[src/rtc_consts.vh]
// Constants for the real time clock divider chain
`ifndef RTC_CONSTS_VH
`define RTC_CONSTS_VH
`define PRE32_DIV      6'd32
`define PRE8_DIV       6'd8
`define PT_W           16
`define ST0_W          10
`define ST1_W          6
`define ST2_W          6
`define ST3_W          10
`define ST0_LSB        0
`define ST1_LSB        10
`define ST2_LSB        16
`define ST3_LSB        22
`define SRC_INT0       2'd0
`define SRC_INT1       2'd1
`define SRC_EXT0       2'd2
`define SRC_EXT1       2'd3
`define CNT_RESET      32'h00000000
`define PT_RESET       16'h0000
`endif

[src/rtc_divider_chain.v]
// Real time clock: source select, prescalers, prescale timer, calendar
//
// Function
// - Count clock chosen by software from internal sources or external pins.
// - Stages form a chain, each ticked by the previous one's overflow.
// - Divide-by-32 and divide-by-8 prescalers, each bypassable by software.
// - Reloadable 16-bit prescale timer after prescalers feeds calendar counter.
// - 32-bit calendar counter, software reads and writes high and low halves.
// - Calendar made of reloadable 10, 6, 6, 10 bit sub-timers, low first.
// - Every stage only counts up.
// - Each stage may request an interrupt; all merged into one node output.
// - Registers cleared only by power reset, kept through other resets.
// - Prescale timer plus calendar usable as one 48-bit up-counter.
// - Alarm interrupt when chain reaches a software-set point in time.
//
// Behaviour
// A count is taken on an edge with the selected tick and run both high.
// Internal ticks count once per high cycle; hold them one cycle per count.
// Pin sources count rising edges, three cycles after the pin rises.
// Source select may change any time; a pin edge in flight may be lost.
// Prescaler counters hold while bypassed; re-enabling resumes mid-count.
// Every stage overflows at all ones, then loads its reload value.
// Reload values are read at the overflow, so changes apply at the next wrap.
// Stage interrupt enables are sampled at the overflow edge only.
// Software write beats a tick in the same cycle; the tick is lost there.
// Carry out on that cycle still follows the old count.
// A write to either calendar half loads all four sub-timers at once.
// The half not written keeps its value through that load.
// Stopping run freezes every stage; writes still land while stopped.
// Prescale timer and calendar together read as one 48-bit count.
// Reading the two halves at different times can tear across a carry.
// Stage requests reach irq_src two edges after the overflowing tick.
// Alarm pulse lasts one cycle, on the first cycle of equality only.
// Alarm ignores irq_en; alarm_en alone gates it.
// No request is latched here; the node sees each pulse once.
// All pulses and counts are in the clk_sys domain only.
`timescale 1ns/1ps
`include "rtc_consts.vh"
module rtc_divider_chain (
    // Clock and power reset (the only reset the block sees)
    input  wire        clk_sys,
    input  wire        arst_n,
    // Clock source selection
    input  wire [1:0]  src_sel,
    input  wire        int_tick0,
    input  wire        int_tick1,
    input  wire        ext_clk0,
    input  wire        ext_clk1,
    // Chain control
    input  wire        run,
    input  wire        pre32_on,
    input  wire        pre8_on,
    input  wire [15:0] prescale_timer_reload,
    input  wire [31:0] calendar_reload,
    input  wire [4:0]  irq_en,
    // Software access to counters
    input  wire        prescale_timer_wr,
    input  wire [15:0] prescale_timer_wr_data,
    input  wire        calendar_count_high_wr,
    input  wire [15:0] calendar_count_high_wr_data,
    input  wire        calendar_count_low_wr,
    input  wire [15:0] calendar_count_low_wr_data,
    // Alarm
    input  wire        alarm_en,
    input  wire [47:0] alarm_time,
    // Counter views
    output wire [15:0] prescale_timer,
    output wire [15:0] calendar_count_high,
    output wire [15:0] calendar_count_low,
    output wire [47:0] count48,
    // Interrupt requests
    output reg  [5:0]  irq_src,
    output reg         irq_node
);
    // External pins pass two flip-flops, then edge detect on the second
    wire [1:0] ext_pin;
    wire [1:0] ext_rise;
    assign ext_pin = {ext_clk1, ext_clk0};
    genvar p;
    generate
        for (p = 0; p < 2; p = p + 1) begin : g_pin
            reg [1:0] sync;
            reg       last;
            // Reset low; a pin idling high gives one count after reset
            always @(posedge clk_sys or negedge arst_n) begin
                if (!arst_n) begin
                    sync <= 2'b00;
                    last <= 1'b0;
                end else begin
                    sync <= {sync[0], ext_pin[p]};
                    last <= sync[1];
                end
            end
            // One-cycle pulse per synced rising edge
            assign ext_rise[p] = sync[1] & ~last;
        end
    endgenerate

    // Source multiplexer
    reg src_tick;
    always @* begin
        case (src_sel)
            `SRC_INT0: src_tick = int_tick0;
            `SRC_INT1: src_tick = int_tick1;
            `SRC_EXT0: src_tick = ext_rise[0];
            `SRC_EXT1: src_tick = ext_rise[1];
            default:   src_tick = 1'b0;
        endcase
    end
    // Run gate, in front of the prescalers
    wire in_tick = src_tick & run;

    // Fixed prescalers, bypassed when switched off
    localparam [5:0] PRE32_TOP = `PRE32_DIV - 6'd1;
    localparam [5:0] PRE8_TOP  = `PRE8_DIV - 6'd1;
    reg  [4:0] pre32_cnt;
    reg  [2:0] pre8_cnt;
    wire       pre32_end  = (pre32_cnt == PRE32_TOP[4:0]);
    wire       pre8_end   = (pre8_cnt == PRE8_TOP[2:0]);
    wire       pre32_tick = pre32_on ? (in_tick & pre32_end) : in_tick;
    wire       pre8_tick  = pre8_on ? (pre32_tick & pre8_end) : pre32_tick;
    // Prescaler counters; they hold while bypassed
    always @(posedge clk_sys or negedge arst_n) begin
        if (!arst_n) begin
            pre32_cnt <= 5'h00;
            pre8_cnt  <= 3'h0;
        end else begin
            if (in_tick & pre32_on)
                pre32_cnt <= pre32_end ? 5'h00 : pre32_cnt + 5'h01;
            if (pre32_tick & pre8_on)
                pre8_cnt <= pre8_end ? 3'h0 : pre8_cnt + 3'h1;
        end
    end

    // Stage chain: prescale timer, then four calendar sub-timers
    wire [4:0]  tick;
    wire [4:0]  carry;
    wire [4:0]  stage_irq;
    wire [31:0] cal;
    wire [31:0] cal_wr_data = {calendar_count_high_wr_data, calendar_count_low_wr_data};
    assign tick = {carry[3:0], pre8_tick};

    // Calendar load word; the half not written keeps its current value
    wire        cal_wr = calendar_count_high_wr | calendar_count_low_wr;
    wire [31:0] cal_load;
    assign cal_load[31:16] = calendar_count_high_wr ? cal_wr_data[31:16] : cal[31:16];
    assign cal_load[15:0]  = calendar_count_low_wr ? cal_wr_data[15:0] : cal[15:0];

    rtc_stage #(.W(`PT_W)) u_prescale (
        .clk_sys (clk_sys),
        .arst_n  (arst_n),
        .tick    (tick[0]),
        .reload  (prescale_timer_reload),
        .wr      (prescale_timer_wr),
        .wr_data (prescale_timer_wr_data),
        .irq_en  (irq_en[0]),
        .count   (prescale_timer),
        .carry   (carry[0]),
        .irq_req (stage_irq[0])
    );

    // Calendar sub-timers; a write to either half loads the whole word
    genvar g;
    generate
        for (g = 0; g < 4; g = g + 1) begin : g_cal
            localparam integer LSB = (g == 0) ? `ST0_LSB : (g == 1) ? `ST1_LSB :
                                     (g == 2) ? `ST2_LSB : `ST3_LSB;
            localparam integer W   = (g == 0) ? `ST0_W : (g == 1) ? `ST1_W :
                                     (g == 2) ? `ST2_W : `ST3_W;
            rtc_stage #(.W(W)) u_sub (
                .clk_sys (clk_sys),
                .arst_n  (arst_n),
                .tick    (tick[g+1]),
                .reload  (calendar_reload[LSB+W-1:LSB]),
                .wr      (cal_wr),
                .wr_data (cal_load[LSB+W-1:LSB]),
                .irq_en  (irq_en[g+1]),
                .count   (cal[LSB+W-1:LSB]),
                .carry   (carry[g+1]),
                .irq_req (stage_irq[g+1])
            );
        end
    endgenerate

    // Half-word views and the 48-bit long counter
    assign calendar_count_high = cal[31:16];
    assign calendar_count_low  = cal[15:0];
    assign count48 = {cal, prescale_timer};

    // Alarm compare, pulse on the cycle the chain reaches the set time
    reg  alarm_hit_last;
    wire alarm_hit = alarm_en & (count48 == alarm_time);
    always @(posedge clk_sys or negedge arst_n) begin
        if (!arst_n)
            alarm_hit_last <= 1'b0;
        else
            alarm_hit_last <= alarm_hit;
    end

    // Rising edge of equality: one-cycle alarm pulse
    wire alarm_pulse = alarm_hit & ~alarm_hit_last;

    // Per-source request lines, registered
    always @(posedge clk_sys or negedge arst_n) begin
        if (!arst_n)
            irq_src <= 6'h00;
        else
            irq_src <= {alarm_pulse, stage_irq};
    end

    // Shared node: OR of the same sources, on the same edge as irq_src
    always @(posedge clk_sys or negedge arst_n) begin
        if (!arst_n)
            irq_node <= 1'b0;
        else
            irq_node <= (|stage_irq) | alarm_pulse;
    end

    // Power reset
    // arst_n is the power reset and the only reset this block sees.
    // Other device resets stay outside, so counts survive them.
endmodule // rtc_divider_chain

[src/rtc_stage.v]
// One reloadable up-counting divider stage
`timescale 1ns/1ps
module rtc_stage #(
    parameter W = 16
) (
    // Clock and power reset
    input  wire         clk_sys,
    input  wire         arst_n,
    // Count input and control
    input  wire         tick,
    input  wire [W-1:0] reload,
    input  wire         wr,
    input  wire [W-1:0] wr_data,
    input  wire         irq_en,
    // Results
    output reg  [W-1:0] count,
    output wire         carry,
    output reg          irq_req
);
    // Overflow when at all ones and ticked
    assign carry = tick & (&count);

    // Count up, reload on overflow, software write wins
    always @(posedge clk_sys or negedge arst_n) begin
        if (!arst_n) begin
            count   <= {W{1'b0}};
            irq_req <= 1'b0;
        end else begin
            if (wr)
                count <= wr_data;
            else if (carry)
                count <= reload;
            else if (tick)
                count <= count + {{(W-1){1'b0}}, 1'b1};
            irq_req <= carry & irq_en;
        end
    end
endmodule // rtc_stage

[config.mk]
export PLATFORM = sky130hd
export DESIGN_NAME = rtc_divider_chain
export DESIGN_NICKNAME = d
export VERILOG_FILES = /design/src/rtc_divider_chain.v /design/src/rtc_stage.v
export VERILOG_INCLUDE_DIRS = /design/src
export SDC_FILE = /design/constraint.sdc
export NUM_CORES = 1
export LEC_CHECK = 0
export ABC_AREA = 1
export BUFFER_PORTS_ARGS = -buffer_cell sky130_fd_sc_hd__buf_4
export CAP_MARGIN = 20
export CORE_AREA = 8 8 89 170
export CTS_BUF_LIST = sky130_fd_sc_hd__clkbuf_16
export DETAILED_ROUTE_END_ITERATION = 10
export DIE_AREA = 0 0 97 178
export PLACE_DENSITY = 0.79
export SLEW_MARGIN = 20
export SYNTH_ARGS = -nofsm -noshare
export SYNTH_HDL_FRONTEND = slang
export SYNTH_HIERARCHICAL = 1
export SYNTH_SLANG_ARGS = --single-unit
[constraint.sdc]
create_clock -name clk_sys -period 10.9 [get_ports clk_sys]
set_input_delay 1.09 -clock clk_sys [delete_from_list [all_inputs] [get_ports clk_sys]]
set_output_delay 1.09 -clock clk_sys [all_outputs]
set_load 0.03 [all_outputs]
==> results.toml, run 1 <==
[run_status]
status = "finished, final reports clean"

[critical_path]
startpoint_type = "primary input"
path_class = "primary input to register"
required_ns = 11.13
critPathCaptureType = "register"
cp.arrival_ns = 5.31
crit_path_max_fanout = 18

[finish]
antennaDiodeCount = 0
drive_gt1_share_pct = 29.0
final_common_cell = "nand2_1"
area_growth_pct = 31.6
final_cells = 1365
nets = 1381
nFillCells = 1198
layout_common_cells = "nand2_1 (329), buf_4 (267), inv_1 (131)"
fin_area_um2 = 8560

[cts]
cts_setup_buffers = 0
cts_tree = "done"
root_buffer = "clkbuf_16"
cts_hold_buf = 0
clock_latency_ns = 0.35
ctsResizeCount = 0
clkSlewWorstSetupHoldPaths_ns = 0.07
cts_inserted_buffers = 9
htreeDepth = 3
cts.path.max_buffers = 2
clock_sinks = 75

[drt]
vias_per_cell = 5.25
antenna_left = 0
drt_iter0_drc = 353
vias = 7166
drc = 0
firstDrtPassIters = 5
drt-total-wl_um = 23700
wl_per_cell_um = 17.4

[floorplanning]
die_w_um = 97
io_pins = 267
rows = 59
core_area_um2 = 12900
start_util_pct = 50.4
die-area_um2 = 17300
die_h_um = 178

[timing]
rsz0062_at_grt = "no"
fmax_ghz = 0.197
post-route-min-period_ns = 5.08
finalMaxSlewViolations = 0
slew_headroom_pct = 30.0
setup_viol = 0
tns_ns = 0
hold_viol = 0
period_share_pct = 46.6
skew_ns = 0.0138
tightestPinTransition_ns = 1.05
hold_ws_ns = 0.359

[placement]
dpl_cell_area_um2 = 8230
dp.cells = 1348
gp_congestion = 0.947
hpwl_um = 19000
io_buffers = 266

[grt]
grt_pass1_vias = 7265
grt_pass1_wl_um = 36900
grt.total_usage_pct = 26.7
antenna_found_initial = 0
grt_max_degree = 76
grt_overflow_total = 0

[hold_path]
worstHoldPathType = "register to register"

[synthesis]
syn_avg_cell_area_um2 = 6.55
ys_warn_count = 6
syn-cell-area_um2 = 6510
synth_fp_nets = 1167
synthCells = 994

[pwr]
worst_ir_drop_vdd_uv = 91.6
power_per_cell_area_nw_per_um2 = 127
finalPower_w = 0.00109
leakagePower_nw = 4.73

[job]
drv_cap = 0
-- critical path: stages --
cell     delay (ns)
buf_4          0.12
nand2_1        0.06
o21ai_1        0.07
a21oi_2        0.16
nand3_1        0.13
nor2_1         0.24
nand3_1        0.16
nor2_4         0.39
nand4_4        0.38
inv_2          0.20
nand2_1        0.08
nor2_2         0.17
nand3_4        0.24
inv_1          0.18
nand3_1        0.10
nor2_2         0.23
nand3_1        0.12
nor2_2         0.32
nand2_1        0.12
nor2_2         0.17
nand3_4        0.23
nor2_1         0.16
nor2_1         0.06
nand2_1        0.07
nand2_1        0.04
-- power breakdown --
group	switching, W	total [W]	internal [W]	leakage (nW)
clock network	0.000130	0.000309	0.000179	0.144
logic	0.000234	0.000396	0.000162	3.65
registers	0.0000714	0.000382	0.000311	0.943
-- final cells by class --
class | count | area [um^2] | share of cell area (%)
multi-input cells | 717 | 3650 | 42.6
repair buffers | 268 | 2030 | 23.7
flip-flops and latches | 75 | 1880 | 21.9
inverters | 137 | 514 | 6.00
clock buffers | 9 | 225 | 2.63
well taps | 152 | 190 | 2.22
clock inverters | 7 | 75.1 | 0.877
-- layer usage --
layer	track usage, %	share of wire, %
met5	0	0
met4	14.2	4.1
met3	5.62	6.4
met2	49.6	54
met1	27.1	35
-- stage by stage --
step,setup slack [ns],util [%]
floorplan,6.56,-
global placement,5.69,63.7
detailed placement,5.53,63.7
CTS,5.85,66.1
global route,5.42,66.3
finish,5.82,66.3
-- registers in the layout, summed over array words and instances (netlist names), 2 cells and up --
register and count:
pre32_cnt 5, g_pin.last 2, g_cal.u_sub/count 32, g_pin.sync 4, u_prescale/count 16, pre8_cnt 3
irq_src 6, g_cal.u_sub/irq_req 4
-- path summary, 6_finish.rpt --
check                                                 from                             endpoint  slack [ns]  cells past startpoint
worst max register to register    pre32_cnt[0]$_DFFE_PN0P_  g_cal[3].u_sub/count[5]$_DFFE_PN0P_        5.89                     27
worst max-delay path                            src_sel[0]  g_cal[3].u_sub/count[5]$_DFFE_PN0P_        5.82                     25
max in group asynchronous                           arst_n     u_prescale/count[12]$_DFFE_PN0P_        9.62                      2
worst min register to register  g_pin[1].sync[0]$_DFF_PN0_           g_pin[1].sync[1]$_DFF_PN0_        0.36                      0
worst min-delay path            g_pin[1].sync[0]$_DFF_PN0_           g_pin[1].sync[1]$_DFF_PN0_        0.36                      0
min in group asynchronous                           arst_n           g_pin[1].sync[0]$_DFF_PN0_        0.68                      1
No activity file was read; power rests on OpenSTA's default activity.
==> run 2: changes to the inputs <==
--- a/config.mk
+++ b/config.mk
@@ -9,11 +9,11 @@
 export ABC_AREA = 1
 export BUFFER_PORTS_ARGS = -buffer_cell sky130_fd_sc_hd__buf_4
 export CAP_MARGIN = 20
-export CORE_AREA = 8 8 89 170
+export CORE_AREA = 8 8 90 173
 export CTS_BUF_LIST = sky130_fd_sc_hd__clkbuf_16
 export DETAILED_ROUTE_END_ITERATION = 10
-export DIE_AREA = 0 0 97 178
-export PLACE_DENSITY = 0.79
+export DIE_AREA = 0 0 98 181
+export PLACE_DENSITY = 0.77
 export SLEW_MARGIN = 20
 export SYNTH_ARGS = -nofsm -noshare
 export SYNTH_HDL_FRONTEND = slang
==> constraint.sdc (replaced) <==
create_clock -name clk_sys -period 4.9 [get_ports clk_sys]
set_input_delay 0.49 -clock clk_sys [delete_from_list [all_inputs] [get_ports clk_sys]]
set_output_delay 0.49 -clock clk_sys [all_outputs]
set_load 0.03 [all_outputs]
==> results.toml, run 2 (synthesized netlist as in run 1, its figures left out) <==
[grt]
grt.total_usage_pct = 25.6
grt_util_met2_pct = 43.1
grt_overflow_total = 0
antenna_found_initial = 0
grt_pass1_wl_um = 37000
met1_usage_pct = 31.7
grt_util_met3_pct = 5.47
grt_max_degree = 76
grt_busiest_layer = "met2"
grt_pass1_vias = 7295

[timing]
hold_ws_ns = 0.266
post-route-min-period_ns = 4.38
hold_viol = 0
tightestPinTransition_ns = 0.983
rsz0062_at_grt = "no"
skew_ns = 0.00956
period_share_pct = 89.5
setup_ws_ns = 0.516
fmax_ghz = 0.228
finalMaxSlewViolations = 0
setup_viol = 0
tns_ns = 0
slew_headroom_pct = 34.4

[pwr]
leakagePower_nw = 4.72
power_per_cell_area_nw_per_um2 = 280
worst_ir_drop_vdd_uv = 184
finalPower_w = 0.00240

[drt]
wl_per_cell_um = 16.7
vias_per_cell = 5.27
drt-total-wl_um = 22900
drc = 0
firstDrtPassIters = 6
drt_iter0_drc = 396
antenna_left = 0
vias = 7217

[cts]
clkSlewWorstSetupHoldPaths_ns = 0.06
cts_setup_buffers = 0
root_buffer = "clkbuf_16"
cts_tree = "done"
cts.path.max_buffers = 2
ctsResizeCount = 0
cts_hold_buf = 0
clock_latency_ns = 0.33
htreeDepth = 3
cts_inserted_buffers = 9
clock_sinks = 75

[floorplanning]
io_pins = 267
core_area_um2 = 13300
die-area_um2 = 17700
start_util_pct = 49.0
die_h_um = 181
rows = 60
die_w_um = 98

[placement]
gp_congestion = 0.924
place_ws_ns = 0.620
io_buffers = 266
hpwl_um = 18200

[finish]
final_common_cell = "nand2_1"
top_register = "g_cal.u_sub/count"
regArea_um2 = 1880
largest_register_ffs = 32
nFillCells = 1259
layout_common_cells = "nand2_1 (329), buf_4 (269), inv_1 (130)"
utilization_pct = 64.4
nets = 1382
antennaDiodeCount = 0
multi_input_area_um2 = 3650
area_growth_pct = 31.5
drive_gt1_share_pct = 29.2
largest_registers = "g_cal.u_sub/count x32, u_prescale/count x16, irq_src x6"

[critical_path]
r2r_start = "pre32_cnt[0]$_DFFE_PN0P_"
startpoint_type = "register"
r2r_end = "g_cal[3].u_sub/count[9]$_DFFE_PN0P_"
reg2reg_depth = 27
reg2reg_slack_ns = 0.52
cp.arrival_ns = 4.60
path_class = "register to register"
critPathCaptureType = "register"
crit_path_max_fanout = 18
required_ns = 5.12

[job]
drv_cap = 0

[hold_path]
holdPathStages = 1
hold_path_end = "g_pin[0].sync[0]$_DFF_PN0_"
min-delay-start = "ext_clk0"
worstHoldPathType = "primary input to register"

[run_status]
status = "finished, final reports clean"
run 2: worst max-delay path: stages (launching register included):
cell and delay [ns]:
dfrtp_1 0.39, ha_1 0.20, nand2_1 0.10, nor2_1 0.11, ha_1 0.16, inv_1 0.07, nand2_1 0.08, nand3_1 0.12
nor2_1 0.25, nand3_1 0.17, nor2_4 0.15, nand4_4 0.10, inv_2 0.10, nand2_1 0.07, nor2_2 0.18, nand3_4 0.23
inv_1 0.18, nand3_1 0.10, nor2_2 0.26, nand3_1 0.13, nor2_2 0.26, nand2_1 0.11, nor2_2 0.17, nand3_4 0.23
nor2_1 0.16, nor2_1 0.05, nand2_1 0.07, nand2_1 0.05
run 2: metal layers:
| layer | share of wire [%] | vias to the layer above | wire [um] |
|---|---|---|---|
| met4 | 2.1 | 0 | 475 |
| met3 | 8.0 | 28 | 1820 |
| li1 | - | 3523 | - |
| met2 | 48 | 373 | 11000 |
| met5 | 0 | - | 0 |
| met1 | 42 | 3293 | 9580 |
run 2: power breakdown:
group	internal (W)	switching (W)
Sequential	0.000692	0.000155
Clock	0.000397	0.000278
Combinational	0.000356	0.000518
Total	0.00144	0.000951
run 2: metrics by stage:
stage | cell area, um^2 | instances
2_1_floorplan | 6510 | 994
3_3_place_gp | 8250 | 1353
3_5_place_dp | 8250 | 1353
4_1_cts | 8550 | 1369
5_1_grt | 8560 | 1369
6_report | 8560 | 1369
run 2: final cells by class:
class                   instances  share of cell area [%]
clock buffers                   9                    2.63
multi-input cells             717                    42.7
repair buffers                269                    23.6
inverters                     137                    6.01
well taps                     155                    2.27
flip-flops and latches         75                    21.9
clock inverters                 7                   0.877
run 2: worst max path at each step:
stage,startpoint,slack [ns],depth (start not counted),endpoint
3_5_place_dp,pre32_cnt[0]$_DFFE_PN0P_,0.62,27,g_cal[3].u_sub/count[5]$_DFFE_PN0P_
4_1_cts,pre32_cnt[0]$_DFFE_PN0P_,0.56,27,g_cal[3].u_sub/count[5]$_DFFE_PN0P_
3_3_place_gp,pre32_cnt[0]$_DFFE_PN0P_,0.83,27,g_cal[3].u_sub/count[5]$_DFFE_PN0P_
5_1_grt,pre32_cnt[0]$_DFFE_PN0P_,0.05,27,g_cal[3].u_sub/count[7]$_DFFE_PN0P_
6_report,pre32_cnt[0]$_DFFE_PN0P_,0.52,27,g_cal[3].u_sub/count[9]$_DFFE_PN0P_
2_1_floorplan,pre32_cnt[0]$_DFFE_PN0P_,0.97,28,g_cal[3].u_sub/count[3]$_DFFE_PN0P_
==> run 3: changes to the inputs <==
--- a/config.mk
+++ b/config.mk
@@ -13,7 +13,7 @@
 export CTS_BUF_LIST = sky130_fd_sc_hd__clkbuf_16
 export DETAILED_ROUTE_END_ITERATION = 10
 export DIE_AREA = 0 0 98 181
-export PLACE_DENSITY = 0.77
+export PLACE_DENSITY_LB_ADDON = 0.2
 export SLEW_MARGIN = 20
 export SYNTH_ARGS = -nofsm -noshare
 export SYNTH_HDL_FRONTEND = slang
==> results.toml, run 3 (synthesized netlist as in run 1, its figures left out) <==
[timing]
setup_ws_ns = 0.602
fmax_ghz = 0.233
slew_headroom_pct = 34.1
tns_ns = 0
hold_viol = 0
period_share_pct = 87.7
post-route-min-period_ns = 4.30
skew_ns = 0.00911
tightestPinTransition_ns = 0.988
finalMaxSlewViolations = 0
rsz0062_at_grt = "no"
setup_viol = 0

[drt]
antenna_left = 0
wl_per_cell_um = 16.7
firstDrtPassIters = 5
drt_iter0_drc = 371
vias = 7118
drt-total-wl_um = 22900
drc = 0
vias_per_cell = 5.19

[critical_path]
crit_path_max_fanout = 18
required_ns = 5.12
slowest_stage = "dfrtp_1"
startpoint_type = "register"
path_class = "register to register"
cp.arrival_ns = 4.52
timing.critical_path.mode_cell = "nand2_1"
cpPeakStageDelay_ns = 0.39
critPathCaptureType = "register"

[pwr]
power_per_cell_area_nw_per_um2 = 291
worst_ir_drop_vdd_uv = 197
leakagePower_nw = 4.76

[floorplanning]
io_pins = 267
rows = 60
start_util_pct = 49.0
die_h_um = 181
die-area_um2 = 17700
die_w_um = 98
core_area_um2 = 13300

[grt]
grt_max_degree = 76
grt.total_usage_pct = 25.5
grt_overflow_total = 0
antenna_found_initial = 0
grt_pass1_wl_um = 36900
grt_pass1_vias = 7298

[placement]
io_buffers = 266
gp_congestion = 0.903
dpl_cell_area_um2 = 8260
place_ws_ns = 0.612
hpwl_um = 18000

[cts]
cts_inserted_buffers = 9
cts.path.max_buffers = 2
htreeDepth = 3
ctsResizeCount = 0
cts_setup_buffers = 0
clock_latency_ns = 0.34
clkSlewWorstSetupHoldPaths_ns = 0.07
clock_sinks = 75
cts_hold_buf = 0
root_buffer = "clkbuf_16"
cts_tree = "done"

[finish]
top_register = "g_cal.u_sub/count"
fin_area_um2 = 8620
antennaDiodeCount = 0
final_common_cell = "nand2_1"
largest_register_ffs = 32
utilization_pct = 64.9
layout_common_cells = "nand2_1 (329), buf_4 (271), inv_1 (130)"
area_growth_pct = 32.5
largest_registers = "g_cal.u_sub/count x32, u_prescale/count x16, irq_src x6"
drive_gt1_share_pct = 29.3
nets = 1384

[job]
drv_cap = 0

[run_status]
status = "finished, final reports clean"

[hold_path]
worstHoldPathType = "primary input to register"
run 3: metal layers:
metal / GRT usage, % / part of all wire (%) / up-vias
li1: - / - / 3528
met1: 30.9 / 41 / 3251
met2: 42.7 / 49 / 300
met3: 5.74 / 7.3 / 39
met4: 9.12 / 2.6 / 0
met5: 0 / 0 / -
run 3: through the flow:
step	instances	hold slack, ns	power [W]
after floorplan	994	0.194	0.00139
after CTS	1370	0.261	0.00252
after global placement	1354	0.334	0.00171
after global routing	1371	0.261	0.00264
after detailed placement	1354	0.350	0.00173
final	1371	0.269	0.00251
run 3: worst max-delay path: cells and delay by family (launching register included):
family,cells,cell delay [ns]
adder cells (fa/ha/maj),2,0.33
buffers and inverters,4,0.50
flip-flops,1,0.39
AND/OR/NAND/NOR,22,2.94
run 3: worst paths after layout:
path / startpoint / endpoint / slack, ns / depth (start not counted)
max: pre32_cnt[0]$_DFFE_PN0P_ / g_cal[3].u_sub/count[5]$_DFFE_PN0P_ / 0.60 / 28
min: ext_clk1 / g_pin[1].sync[0]$_DFF_PN0_ / 0.27 / 1
max reg2reg: pre32_cnt[0]$_DFFE_PN0P_ / g_cal[3].u_sub/count[5]$_DFFE_PN0P_ / 0.60 / 28
min reg2reg: g_pin[1].sync[0]$_DFF_PN0_ / g_pin[1].sync[1]$_DFF_PN0_ / 0.35 / 0
max in group asynchronous: arst_n / g_cal[1].u_sub/count[1]$_DFFE_PN0P_ / 3.94 / 1
min in group asynchronous: arst_n / u_prescale/count[12]$_DFFE_PN0P_ / 0.29 / 1
run 3: where the power goes:
group / leakage (nW) / switching [W] / internal (W) / total [W]
sequential: 0.943 / 0.000153 / 0.000692 / 0.000845
clock: 0.167 / 0.000284 / 0.000502 / 0.000786
combinational: 3.65 / 0.000519 / 0.000355 / 0.000874
total: 4.76 / 0.000956 / 0.00155 / 0.00251
run 3: cell type report:
cell class / count / area, um^2
inverter: 137 / 514
fill: 1230 / 4670
clock inverter: 7 / 124
clock buffer: 9 / 225
multi-input combinational: 717 / 3650
timing repair buffer: 271 / 2030
tap: 155 / 194
sequential: 75 / 1880
